<file path="src/include/gdio_pkg.sv">
`default_nettype none
package gdio_pkg;
    // ****************************************
    // Register map, word index on the 3-bit address
    // ****************************************
    localparam int GDIO_ADDR_W = 3;
    localparam int GDIO_DATA_W = 8;
    localparam logic [2:0] GDIO_ADDR_PIN = 3'h0;
    localparam logic [2:0] GDIO_ADDR_DIR = 3'h1;
    localparam logic [2:0] GDIO_ADDR_DATA = 3'h2;
    localparam logic [2:0] GDIO_ADDR_CTRL = 3'h3;
    localparam logic [2:0] GDIO_ADDR_DIR_SET = 3'h4;
    localparam logic [2:0] GDIO_ADDR_DIR_CLR = 3'h5;
    localparam logic [2:0] GDIO_ADDR_DATA_SET = 3'h6;
    localparam logic [2:0] GDIO_ADDR_DATA_CLR = 3'h7;

    // ****************************************
    // Control register layout and reset values
    // ****************************************
    localparam int GDIO_CTRL_PUD_BIT = 4;
    localparam logic [7:0] GDIO_CTRL_WMASK = 8'h1F;
    localparam logic [7:0] GDIO_CTRL_RESET = 8'h00;
    localparam logic [7:0] GDIO_PORT_RESET = 8'h00;

    // ****************************************
    // Synchroniser timing: pin change to readable bit
    // ****************************************
    localparam int GDIO_SW_READBACK_CYCLES = 1;

    // ****************************************
    // Bit update used by the set and clear windows
    // ****************************************
    function automatic logic [7:0] gdio_mask_update(input logic [7:0] old_val,
                                                   input logic [7:0] mask,
                                                   input logic set_not_clr);
        gdio_mask_update = set_not_clr ? (old_val | mask) : (old_val & ~mask);
    endfunction
endpackage
`default_nettype wire

</file>
<file path="src/hw/gdio_pin_sync.sv">
`default_nettype none
module gdio_pin_sync
    import gdio_pkg::*;
#(
    parameter int WIDTH = 8
) (
    input wire logic i_core_clk,
    input wire logic i_srst,
    input wire logic [WIDTH-1:0] i_pin_in,
    output logic [WIDTH-1:0] o_pin_sync
);
    // ****************************************
    // Half-cycle capture stage, stands in for the latch open while clock is high
    // ****************************************
    logic [WIDTH-1:0] meta_q;
    logic [WIDTH-1:0] meta_d;
    logic [WIDTH-1:0] sync_q;
    logic [WIDTH-1:0] sync_d;

    always_comb begin
        meta_d = i_srst ? '0 : i_pin_in;
        sync_d = i_srst ? '0 : meta_q;
    end

    // Falling-edge capture gives the half to one and a half cycle delay
    always_ff @(negedge i_core_clk) begin
        meta_q <= meta_d;
    end

    // Only the second stage looks at the first
    always_ff @(posedge i_core_clk) begin
        sync_q <= sync_d;
    end

    assign o_pin_sync = sync_q;
endmodule
`default_nettype wire

</file>
<file path="src/hw/gdio_pin_drive.sv">
`default_nettype none
module gdio_pin_drive
    import gdio_pkg::*;
#(
    parameter int WIDTH = 8
) (
    input wire logic i_srst,
    input wire logic [WIDTH-1:0] i_dir,
    input wire logic [WIDTH-1:0] i_data,
    input wire logic i_pud,
    input wire logic [WIDTH-1:0] i_alt_sel,
    input wire logic [WIDTH-1:0] i_alt_oe,
    input wire logic [WIDTH-1:0] i_alt_out,
    output logic [WIDTH-1:0] o_pin_out,
    output logic [WIDTH-1:0] o_pin_oe,
    output logic [WIDTH-1:0] o_pin_pullup
);
    // ****************************************
    // Per-pin drive, pull-up and override mux
    // ****************************************
    logic [WIDTH-1:0] gp_oe;
    logic [WIDTH-1:0] gp_pullup;

    always_comb begin
        gp_oe = i_dir;
        gp_pullup = ~i_dir & i_data & {WIDTH{~i_pud}};
        // Override is per pin, so unselected pins keep plain behaviour
        o_pin_oe = ((i_alt_sel & i_alt_oe) | (~i_alt_sel & gp_oe)) & {WIDTH{~i_srst}};
        o_pin_out = ((i_alt_sel & i_alt_out) | (~i_alt_sel & i_data)) & o_pin_oe;
        // Reset gating is combinational so pins float even with the clock stopped
        o_pin_pullup = ~i_alt_sel & gp_pullup & {WIDTH{~i_srst}};
    end
endmodule
`default_nettype wire

</file>
<file path="src/hw/gdio_port.sv">
`default_nettype none
// Behaviour
// - Direction one means output, zero input
// - Input pin with data one gets pull-up
// - Pull-up off on data zero or output
// - Pull-up only for dir 0, data 1, no disable
// - Global disable kills all pull-ups; here the bit clears only this port's pull-ups
// - Reset tri-states pins without a clock
// - Output pin drives its data bit
// - Writing one to input reg toggles data
// - Data, direction and input registers per port
// - Single-bit set and clear of direction, data
// - Overridden pins leave others as plain I/O
// - Control resets zero, bits 7 to 5 zero
// - Pin seen after half to 1.5 cycles
// - Software-driven level readable one cycle later
// - Pin readable whatever the direction
module gdio_port
    import gdio_pkg::*;
#(
    parameter int PINS = 8
) (
    input wire logic i_core_clk,
    input wire logic i_srst,
    input wire logic [GDIO_ADDR_W-1:0] i_addr,
    input wire logic [GDIO_DATA_W-1:0] i_wdata,
    input wire logic i_wr,
    input wire logic i_rd,
    output logic [GDIO_DATA_W-1:0] o_rdata,
    input wire logic [PINS-1:0] i_pin_in,
    output logic [PINS-1:0] o_pin_out,
    output logic [PINS-1:0] o_pin_oe,
    output logic [PINS-1:0] o_pin_pullup,
    input wire logic [PINS-1:0] i_alt_sel,
    input wire logic [PINS-1:0] i_alt_oe,
    input wire logic [PINS-1:0] i_alt_out,
    output logic o_global_pullup_disable
);
    // ****************************************
    // Register state
    // ****************************************
    logic [PINS-1:0] dir_q;
    logic [PINS-1:0] dir_d;
    logic [PINS-1:0] data_q;
    logic [PINS-1:0] data_d;
    logic [7:0] ctrl_q;
    logic [7:0] ctrl_d;
    logic [GDIO_DATA_W-1:0] rdata_q;
    logic [GDIO_DATA_W-1:0] rdata_d;
    logic [PINS-1:0] pin_in_sync;
    logic [PINS-1:0] wmask;
    logic global_pullup_disable;

    assign wmask = i_wdata[PINS-1:0];
    assign global_pullup_disable = ctrl_q[GDIO_CTRL_PUD_BIT];

    // ****************************************
    // Next-state for the port registers
    // ****************************************
    always_comb begin
        dir_d = dir_q;
        data_d = data_q;
        ctrl_d = ctrl_q;
        if (i_wr) begin
            case (i_addr)
                GDIO_ADDR_PIN: begin
                    data_d = data_q ^ wmask;
                end
                GDIO_ADDR_DIR: begin
                    dir_d = wmask;
                end
                GDIO_ADDR_DATA: begin
                    data_d = wmask;
                end
                GDIO_ADDR_CTRL: begin
                    ctrl_d = i_wdata & GDIO_CTRL_WMASK;
                end
                GDIO_ADDR_DIR_SET: begin
                    dir_d = gdio_mask_update(dir_q, wmask, 1'b1);
                end
                GDIO_ADDR_DIR_CLR: begin
                    dir_d = gdio_mask_update(dir_q, wmask, 1'b0);
                end
                GDIO_ADDR_DATA_SET: begin
                    data_d = gdio_mask_update(data_q, wmask, 1'b1);
                end
                GDIO_ADDR_DATA_CLR: begin
                    data_d = gdio_mask_update(data_q, wmask, 1'b0);
                end
                default: begin
                    dir_d = dir_q;
                end
            endcase
        end
    end

    always_ff @(posedge i_core_clk) begin
        if (i_srst) begin
            dir_q <= GDIO_PORT_RESET[PINS-1:0];
            data_q <= GDIO_PORT_RESET[PINS-1:0];
            ctrl_q <= GDIO_CTRL_RESET;
        end else begin
            dir_q <= dir_d;
            data_q <= data_d;
            ctrl_q <= ctrl_d;
        end
    end

    // ****************************************
    // Read path, data valid only in the cycle after the strobe
    // ****************************************
    always_comb begin
        rdata_d = 8'h00;
        if (i_rd) begin
            case (i_addr)
                GDIO_ADDR_PIN: begin
                    rdata_d[PINS-1:0] = pin_in_sync;
                end
                GDIO_ADDR_DIR: begin
                    rdata_d[PINS-1:0] = dir_q;
                end
                GDIO_ADDR_DATA: begin
                    rdata_d[PINS-1:0] = data_q;
                end
                GDIO_ADDR_CTRL: begin
                    rdata_d = ctrl_q & GDIO_CTRL_WMASK;
                end
                default: begin
                    rdata_d = 8'h00;
                end
            endcase
        end
    end

    always_ff @(posedge i_core_clk) begin
        if (i_srst) begin
            rdata_q <= 8'h00;
        end else begin
            rdata_q <= rdata_d;
        end
    end

    assign o_rdata = rdata_q;
    // Copy of the control bit for the top level; no port takes it in, so it disables only this port's pull-ups
    assign o_global_pullup_disable = global_pullup_disable;

    // ****************************************
    // Pin side
    // ****************************************
    // The driven level loops back through the pad, so readback lands one cycle on
    gdio_pin_sync #(.WIDTH(PINS)) u_sync (
        .i_core_clk(i_core_clk),
        .i_srst(i_srst),
        .i_pin_in(i_pin_in),
        .o_pin_sync(pin_in_sync)
    );

    gdio_pin_drive #(.WIDTH(PINS)) u_drive (
        .i_srst(i_srst),
        .i_dir(dir_q),
        .i_data(data_q),
        .i_pud(global_pullup_disable),
        .i_alt_sel(i_alt_sel),
        .i_alt_oe(i_alt_oe),
        .i_alt_out(i_alt_out),
        .o_pin_out(o_pin_out),
        .o_pin_oe(o_pin_oe),
        .o_pin_pullup(o_pin_pullup)
    );
endmodule
`default_nettype wire

</file>
<file path="config.mk">
export PLATFORM = sky130hd
export DESIGN_NAME = gdio_port
export DESIGN_NICKNAME = d
export VERILOG_FILES = /design/src/include/gdio_pkg.sv /design/src/hw/gdio_pin_sync.sv /design/src/hw/gdio_pin_drive.sv /design/src/hw/gdio_port.sv
export SDC_FILE = /design/constraint.sdc
export NUM_CORES = 1
export LEC_CHECK = 0
export BUFFER_PORTS_ARGS = -buffer_cell sky130_fd_sc_hd__buf_2
export CORE_AREA = 2 2 79 81
export DETAILED_ROUTE_END_ITERATION = 12
export DIE_AREA = 0 0 81 83
export HOLD_SLACK_MARGIN = 0.15
export PLACE_DENSITY = 0.83
export SYNTH_ARGS = -nofsm -noshare
export SYNTH_HDL_FRONTEND = slang
export SYNTH_SLANG_ARGS = --single-unit
</file>
<file path="constraint.sdc">
create_clock -name i_core_clk -period 1.3 [get_ports i_core_clk]
set_input_delay 0.065 -clock i_core_clk [delete_from_list [all_inputs] [get_ports i_core_clk]]
set_output_delay 0.065 -clock i_core_clk [all_outputs]
set_load 0.01 [all_outputs]
</file>
==> results of run 1 <==
==> per-layer routing <==
layer | global-route usage | part of all wire | vias to the layer above
met3 | 0.0380 | 0.053 | 12
li1 | - | - | 1225
met2 | 0.352 | 0.50 | 89
met4 | 0.0786 | 0.019 | 0
met1 | 0.279 | 0.43 | 1179
met5 | 0 | 0 | -
==> cell usage in the layout, fill, tap and decap left out, drive strengths merged <==
master,n
dfxtp,45
or2,3
o211ai,1
a21oi,8
mux2i,25
o21ai,7
a311oi,8
a22oi,8
mux4,1
nor4,6
nand2b,13
nor3,8
nand4b,1
and3,2
o311ai,8
nor3b,1
inv,24
buf,108
clkinv,2
dlygate4sd3,9
a211oi,10
nor2,39
o22a,4
nor2b,31
bufinv,1
ha,16
nand2,5
clkbuf,5
==> per-stage QoR <==
stage                     instance area, um^2  hold slack (ps)  power, mW  instances
after floorplan                          2590              165       1.94        286
after global placement                   3140              302       2.15        444
after detailed placement                 3140              311       2.18        444
after CTS                                3440              156       3.31        471
after global routing                     3670              183       3.57        474
final                                    3670              166       3.41        474
==> report_power, final <==
part / switching, mW / leakage (nW) / total [mW] / internal (mW)
registers: 0.0477 / 0.375 / 1.49 / 1.44
clock network: 0.543 / 0.0982 / 1.14 / 0.596
logic: 0.397 / 1.20 / 0.777 / 0.380
total: 0.987 / 1.67 / 3.41 / 2.42
==> cell usage after synthesis, types with 4 or more instances <==
library cell,count
dfxtp_1,45
nor2_1,37
nor2b_1,31
mux2i_1,25
inv_1,17
ha_1,16
nand2b_1,13
a211oi_1,10
clkbuf_1,10
a21oi_1,8
a22oi_1,8
nor3_1,8
a311oi_2,6
nor4_1,6
o21ai_0,6
nand2_1,5
o311ai_1,5
o22a_1,4
==> kinds of logic after synthesis <==
| logic type | share of synthesized area |
|---|---|
| AOI/OAI and AO/OA | 0.167 |
| muxes | 0.106 |
| DFF | 0.349 |
| adders and majority gates | 0.0775 |
| buffers and inverters | 0.0703 |
| and+or+nand+nor | 0.231 |
==> registers in the layout, summed over array words and instances (netlist names) <==
name               count
dir_q                  8
o_rdata                8
ctrl_q                 5
u_sync.o_pin_sync      8
u_sync.meta_q          8
data_q                 8
==> path summary, 6_finish.rpt <==
check	to	slack [ps]
worst max-delay path	o_pin_pullup[6]	-80
worst min-delay path	dir_q[4]$_SDFFE_PP0P_	170
worst max register to register	data_q[4]$_SDFFE_PP0P_	20
worst min register to register	ctrl_q[1]$_SDFFE_PP0P_	510
==> layout make-up <==
class	count	area (um^2)
Timing Repair Buffer	117	727
Fill cell	495	2150
Inverter	16	62.6
Multi-Input combinational cell	205	1720
Sequential cell	45	925
Clock buffer	5	68.8
Tap cell	75	93.8
Clock inverter	11	68.8
==> worst max-delay path: cells and delay by family (launching register included) <==
family	cells	cell delay (ps)
buf+inv	1	180
flops	1	330
simple gates	2	510
==> repair_timing <==
action,in CTS,in global routing
pin swaps,7,24
hold buffers,9,0
buffers inserted,3,4
hold endpoints to repair,9,0
endpoints found under the setup margin,16,21
resized for setup,20,56
==> out/results.ini, run 1 <==
[status]
status=finished with violations
violations=negative setup slack

[floorplan]
dieArea_um2=6720
rows=28
io_pins=80
die_y_um=83
core-area_um2=5820
dieWidth_um=81
floorplan.initialDensity=0.444

[global_route]
grt_pass1_vias=2478
grt_pass1_wl_um=11400
antenna_found_initial=0
grt_max_degree=24
grtUsageTotal=0.215
overflow=0

[min_path]
whs_path_depth=3
min_from=i_wdata[4]
min-delay-path-class=in2reg

[sta]
fin_setup_tns_ps=-263
setup_ws_ps=-84.4
slew_headroom=0.743
finalCritPeriodShare=1.06
worst_slew_pin_slew_ps=386
skew_ps=57.8
rsz0062_at_grt=true
slew_violations=0
fmax_mhz=722
setup_viol=6
finalCriticalPeriod_ps=1380
hold_viol=0

[synthesis]
synth_flop_cell=dfxtp_1
synth-seq-cells=45
synth_top_area_share=0.349
syn_area_um2=2580
synth_nets=349
synth_area_leaders=dfxtp_1, mux2i_1, ha_1, nor2b_1, nor2_1
synthDistinctLibCells=32
yosys.area.top_type=dfxtp_1
postSynthAreaPerCell_um2=9.03
ys.warnings.count=0
async_reset_ff_frac=0
synth_cells=286
synth_edf_count=0
synth-seq-area-share=0.349

[routing]
drc_errors=0
antenna_left=0
drtPass1Iterations=4
wl_per_cell_um=15.1
vias=2505
drt-initial-drc-count=115
wl_um=7140
vias_per_cell=5.28

[worst_setup_path]
crit_start=ctrl_q[4]$_SDFFE_PP0P_
required_ps=1240
crit_chain=or2_4 -> nor4_1 -> buf_2
critPathMaxStageDelay_ps=330
crit_type=reg2out
worst_path_max_delay_cell=dfxtp_2
crit_fanout=8
rr_worst_depth=6
cp.arrival_ps=1320
crit_path_start_kind=flop
r2r_start=data_q[4]$_SDFFE_PP0P_
endpoint_kind=output port

[cts]
root_buffer=clkbuf_8
cts_sinks=45
cts_tree=yes
clk_pin_slew_ps=90
clock_latency_ps=350
htreeDepth=2
ctsLongestPathBuffers=2
numCtsBuffers=5

[cells_and_area]
nets=461
antenna_cells=0
layout-drive-gt1-share=0.449
area_delta_synth_final_pct=42.1
utilization=0.631

[pwr]
ir_worst_vdd_v=0.000552
leakagePower_nw=1.67
power.density_nw_per_um2=928

[run]
maxCapViolCount=0

[place]
post-dp-hpwl_um=4900
post-place-ws_ps=-75.9
io_buffers=79
gp_congestion=0.840

No activity file was read; power rests on OpenSTA's default activity.
==> run 2: changes to the inputs <==
==> constraint.sdc (replaced) <==
create_clock -name i_core_clk -period 1.3 [get_ports i_core_clk]
set_input_delay 0.065 -clock i_core_clk [delete_from_list [all_inputs] [get_ports i_core_clk]]
set_output_delay 0.065 -clock i_core_clk [all_outputs]
set_load 0.005 [all_outputs]
==> out/results.ini, run 2 (synthesis gave the netlist of run 1 again) <==
[status]
status=finished with violations
violations=negative setup slack

[cells_and_area]
num-fill-cells=478  ; -3.4%
regArea_um2=917  ; -0.81%
utilization=0.626  ; -0.00495
antenna_cells=0  ; unchanged
nets=460  ; -0.22%
layout-drive-gt1-share=0.417  ; -0.0315
layout_common_cells=buf_2, nor2_1, dfxtp_1
area_delta_synth_final_pct=41.0
multi_input_area_um2=1700  ; -1.4%
final_common_cell=buf_2

[routing]
drtPass1Iterations=4  ; unchanged
wl_um=7510  ; +5.3%
wl_per_cell_um=15.9  ; +5.5%
antenna_left=0  ; unchanged
drt-initial-drc-count=183  ; +59%
vias=2556  ; +2.0%
drc_errors=0  ; unchanged
vias_per_cell=5.40  ; +2.3%

[global_route]
overflow=0  ; unchanged
grt_max_degree=24  ; unchanged
grt_pass1_wl_um=11200  ; -2.4%
met2_usage=0.344  ; -0.00751
grt_pass1_vias=2369  ; -4.4%
grt-busiest-layer=met2
globalRouteMet1Util=0.274  ; -0.00531
antenna_found_initial=0  ; unchanged
grtUsageTotal=0.212  ; -0.00303
grtUsageMet3=0.0467  ; +0.00870

[floorplan]
floorplan.initialDensity=0.444  ; unchanged
dieWidth_um=81  ; unchanged
dieArea_um2=6720  ; unchanged
die_y_um=83  ; unchanged
rows=28  ; unchanged
io_pins=80  ; unchanged
core-area_um2=5820  ; unchanged

[pwr]
ir_worst_vdd_v=0.000707  ; +28%
leakagePower_nw=1.66  ; -0.83%
power.density_nw_per_um2=938  ; +0.98%
p_total_mw=3.41  ; +0.19%

[worst_setup_path]
cp.arrival_ps=1290  ; -30 ps
endpoint_kind=output port
crit_path_start_kind=flop
worst_path_max_delay_cell=dfxtp_2
cpLargestDelayFamily=simple AND/OR/NAND/NOR gates
required_ps=1240  ; about the same
crit_chain=or2_4 -> nor4_1 -> buf_2
crit_fanout=8  ; unchanged
path_buf_inv=1  ; unchanged
crit_type=reg2out
critPathMaxStageDelay_ps=340  ; about the same

[place]
post-dp-hpwl_um=4920  ; +0.46%
gp_congestion=0.802  ; -4.5%
io_buffers=79  ; unchanged

[cts]
ctsLongestPathBuffers=2  ; unchanged
htreeDepth=2  ; unchanged
cts_tree=yes
clk_pin_slew_ps=100  ; about the same
root_buffer=clkbuf_8
clock_latency_ps=350  ; about the same
cts_sinks=45  ; unchanged
numCtsBuffers=5  ; unchanged

[sta]
rsz0062_at_grt=true
worst_slew_pin_slew_ps=402  ; +16.1 ps
fmax_mhz=738  ; +2.2%
finalCritPeriodShare=1.04  ; -0.0228
setup_ws_ps=-54.8  ; +29.6 ps
slew_headroom=0.732  ; -0.0108
skew_ps=53.8  ; -4.06 ps
hold_viol=0  ; unchanged
setup_viol=8  ; +2
slew_violations=0  ; unchanged
finalCriticalPeriod_ps=1350  ; -29.6 ps

[min_path]
min-delay-path-class=in2reg

[run]
maxCapViolCount=0  ; unchanged

-- run 2: metrics by stage --
step / instances / setup WS [ps] / TNS (ps) / instance area [um^2] / hold slack (ps)
2_1_floorplan: 286 / 11.4 / 0 / 2590 / 164
3_3_place_gp: 445 / 30.7 / 0 / 3150 / 296
3_5_place_dp: 445 / -94.3 / -182 / 3150 / 302
4_1_cts: 472 / -49.1 / -208 / 3460 / 152
5_1_grt: 473 / -109 / -737 / 3640 / 170
6_report: 473 / -54.8 / -284 / 3640 / 145
-- run 2: final timing paths --
path | depth (start not counted) | end | startpoint | slack [ps]
min reg2reg | 2 | ctrl_q[2]$_SDFFE_PP0P_ | ctrl_q[2]$_SDFFE_PP0P_ | 510
max reg2reg | 6 | data_q[0]$_SDFFE_PP0P_ | data_q[0]$_SDFFE_PP0P_ | -50
max | 3 | o_pin_pullup[6] | ctrl_q[4]$_SDFFE_PP0P_ | -50
min | 3 | dir_q[3]$_SDFFE_PP0P_ | i_wdata[3] | 140
-- run 2: power by group --
| part | total, mW | internal (mW) | switching, mW |
|---|---|---|---|
| clock | 1.15 | 0.596 | 0.554 |
| combinational | 0.776 | 0.377 | 0.399 |
| sequential | 1.49 | 1.45 | 0.0432 |
| total | 3.41 | 2.42 | 0.996 |
-- run 2: final cells by class --
type | instances | area share
Multi-Input combinational cell | 205 | 0.467
Clock buffer | 5 | 0.0189
Sequential cell | 45 | 0.252
Clock inverter | 11 | 0.0189
Tap cell | 75 | 0.0258
Timing Repair Buffer | 116 | 0.200
Inverter | 16 | 0.0179
-- run 2: worst min-delay path, stage by stage --
cell	delay [ps]
buf_2	130
a22oi_1	160
a211oi_1	60
-- run 2: routing by layer --
metal,share of wire,vias up
li1,-,1224
met1,0.44,1215
met2,0.48,101
met3,0.065,16
met4,0.016,0
met5,0,-
-- run 2: what timing repair did --
action	in CTS	in global routing
buffers inserted	3	1
hold buffers	9	0
pin swaps	6	18
endpoints found under the setup margin	15	21
hold endpoints to repair	9	0
gates resized for setup	20	48
==> run 3: changes to the inputs <==
--- a/config.mk
+++ b/config.mk
@@ -6,11 +6,11 @@
 export NUM_CORES = 1
 export LEC_CHECK = 0
 export BUFFER_PORTS_ARGS = -buffer_cell sky130_fd_sc_hd__buf_2
-export CORE_AREA = 2 2 79 81
+export CORE_AREA = 5 5 82 84
 export DETAILED_ROUTE_END_ITERATION = 12
-export DIE_AREA = 0 0 81 83
+export DIE_AREA = 0 0 87 89
 export HOLD_SLACK_MARGIN = 0.15
-export PLACE_DENSITY = 0.83
+export PLACE_DENSITY = 0.71
 export SYNTH_ARGS = -nofsm -noshare
 export SYNTH_HDL_FRONTEND = slang
 export SYNTH_SLANG_ARGS = --single-unit
==> out/results.ini, run 3 (synthesis gave the netlist of run 1 again) <==
[min_path]
min_from=i_srst
min-delay-path-class=in2reg
whs_path_depth=2  ; -1
holdPathEnd=ctrl_q[4]$_SDFFE_PP0P_

[pwr]
sw_frac_of_total=0.286  ; -0.00616
p_total_mw=3.46  ; +1.3%
ir_worst_vdd_v=0.000633  ; -10%
internal-power_mw=2.47  ; +2.2%
pwr-share-clk=0.349  ; +0.012
p_sw_uw=987  ; -0.87%
combPwrFrac=0.220  ; -0.007
pwr-share-seq=0.431  ; -0.005
leakagePower_nw=1.67  ; +0.47%
power.density_nw_per_um2=939  ; +0.17%

[global_route]
grtUsageMet3=0.0341  ; -0.0126
overflow=0  ; unchanged
grt_pass1_wl_um=11500  ; +3.1%
grt-busiest-layer=met2
globalRouteMet1Util=0.244  ; -0.0294
antenna_found_initial=0  ; unchanged
met2_usage=0.324  ; -0.0204
grtUsageTotal=0.186  ; -0.0257
grt_max_degree=25  ; +4.2%
grt_pass1_vias=2463  ; +4.0%

[cells_and_area]
area_delta_synth_final_pct=42.5
multi_input_area_um2=1720  ; +1.3%
final_common_cell=buf_2
antenna_cells=0  ; unchanged
num-fill-cells=497  ; +4.0%
regArea_um2=920  ; +0.27%
layout_common_cells=buf_2, nor2_1, dfxtp_1
layout-drive-gt1-share=0.438  ; +0.0212
nets=459  ; -0.22%

[floorplan]
rows=28  ; unchanged
dieArea_um2=7740  ; +15%
io_pins=80  ; unchanged
dieWidth_um=87  ; +7.4%
core-area_um2=5850  ; +0.60%
floorplan.initialDensity=0.441  ; -0.00266
die_y_um=89  ; +7.2%

[routing]
vias=2459  ; -3.8%
wl_per_cell_um=15.1  ; -5.0%
drtPass1Iterations=4  ; unchanged
drt-initial-drc-count=133  ; -27%
antenna_left=0  ; unchanged
drc_errors=0  ; unchanged
vias_per_cell=5.21  ; -3.6%
wl_um=7130  ; -5.2%

[sta]
hold_viol=0  ; unchanged
worst_slew_pin_slew_ps=697  ; +295 ps
finalCriticalPeriod_ps=1320  ; -31.2 ps
setup_viol=6  ; -2
slew_headroom=0.534  ; -0.198
setup_ws_ps=-23.6  ; +31.2 ps
fmax_mhz=756  ; +2.4%
slew_violations=0  ; unchanged
skew_ps=56.2  ; +2.47 ps
rsz0062_at_grt=true
fin_setup_tns_ps=-83.6  ; +201 ps
finalCritPeriodShare=1.02  ; -0.0240

[cts]
clock_latency_ps=350  ; about the same
root_buffer=clkbuf_8
numCtsBuffers=5  ; unchanged
htreeDepth=2  ; unchanged
clk_pin_slew_ps=80  ; -20 ps
ctsLongestPathBuffers=2  ; unchanged
cts_tree=yes
cts_sinks=45  ; unchanged

[run]
maxCapViolCount=0  ; unchanged

[place]
post-dp-hpwl_um=4870  ; -1.1%
gp_congestion=0.793  ; -1.1%
io_buffers=79  ; unchanged

[status]
violations=negative setup slack
status=finished with violations

[worst_setup_path]
r2r_start=data_q[7]$_SDFFE_PP0P_
required_ps=1240  ; about the same
crit_type=reg2out
endpoint_kind=output port
rr_worst_depth=6  ; unchanged
r2r_setup_slack_ps=-10  ; +40 ps
crit_path_start_kind=flop
crit_fanout=8  ; unchanged
cp.arrival_ps=1260  ; -30 ps
timing.rr.end=data_q[7]$_SDFFE_PP0P_

-- run 3: worst max-delay path by stage --
| stage | from | end | slack [ps] | cells past startpoint |
|---|---|---|---|---|
| 2_1_floorplan | data_q[7]$_SDFFE_PP0P_ | data_q[7]$_SDFFE_PP0P_ | 10 | 6 |
| 3_3_place_gp | data_q[7]$_SDFFE_PP0P_ | data_q[7]$_SDFFE_PP0P_ | 30 | 6 |
| 3_5_place_dp | data_q[7]$_SDFFE_PP0P_ | data_q[7]$_SDFFE_PP0P_ | -70 | 6 |
| 4_1_cts | ctrl_q[4]$_SDFFE_PP0P_ | o_pin_pullup[3] | -50 | 3 |
| 5_1_grt | data_q[7]$_SDFFE_PP0P_ | data_q[7]$_SDFFE_PP0P_ | -90 | 6 |
| 6_report | ctrl_q[4]$_SDFFE_PP0P_ | o_pin_pullup[0] | -20 | 3 |
-- run 3: worst max-delay path: stages (launching register included) --
cell and delay (ps):
dfxtp_2 330, or2_4 310, nor4_2 160, buf_2 160
-- run 3: through the flow --
| stage | hold WS (ps) | cells | setup slack (ps) | cell area [um^2] | util |
|---|---|---|---|---|---|
| after global routing | 153 | 472 | -92.9 | 3680 | 0.629 |
| after detailed placement | 302 | 443 | -74.0 | 3140 | 0.537 |
| after CTS | 125 | 468 | -45.8 | 3460 | 0.591 |
| final | 135 | 472 | -23.6 | 3680 | 0.629 |
| after floorplan | 164 | 286 | 11.4 | 2590 | - |
| after global placement | 305 | 443 | 33.7 | 3140 | 0.537 |
-- run 3: power by group through the flow --
stage               clock network [mW]  logic (mW)  registers [mW]
floorplan                       0.0427       0.381            1.50
global placement                0.0427       0.608            1.50
detailed placement              0.0427       0.628            1.51
CTS                               1.23       0.671            1.48
global route                      1.31       0.844            1.49
finish                            1.21       0.762            1.49
-- run 3: repair_timing --
| action | in CTS | in global routing |
|---|---|---|
| buffers inserted | 1 | 4 |
| setup endpoints to repair | 13 | 22 |
| gates cloned | 0 | 0 |
| pin swaps | 5 | 18 |
| endpoints found under the hold margin | 11 | 0 |
| resized for setup | 20 | 55 |
| hold buffers | 9 | 0 |
-- run 3: layout make-up --
type | instances | share of cell area
clock buffers | 7 | 0.0323
clock inverters | 9 | 0.0102
inverters | 16 | 0.0163
multi-input cells | 205 | 0.468
flip-flops and latches | 45 | 0.250
well taps | 75 | 0.0255
repair buffers | 115 | 0.198
-- run 3: metal layers --
| metal | part of all wire | vias to the layer above |
|---|---|---|
| met5 | 0 | - |
| li1 | - | 1223 |
| met3 | 0.057 | 4 |
| met4 | 0.0059 | 0 |
| met2 | 0.49 | 65 |
| met1 | 0.44 | 1167 |
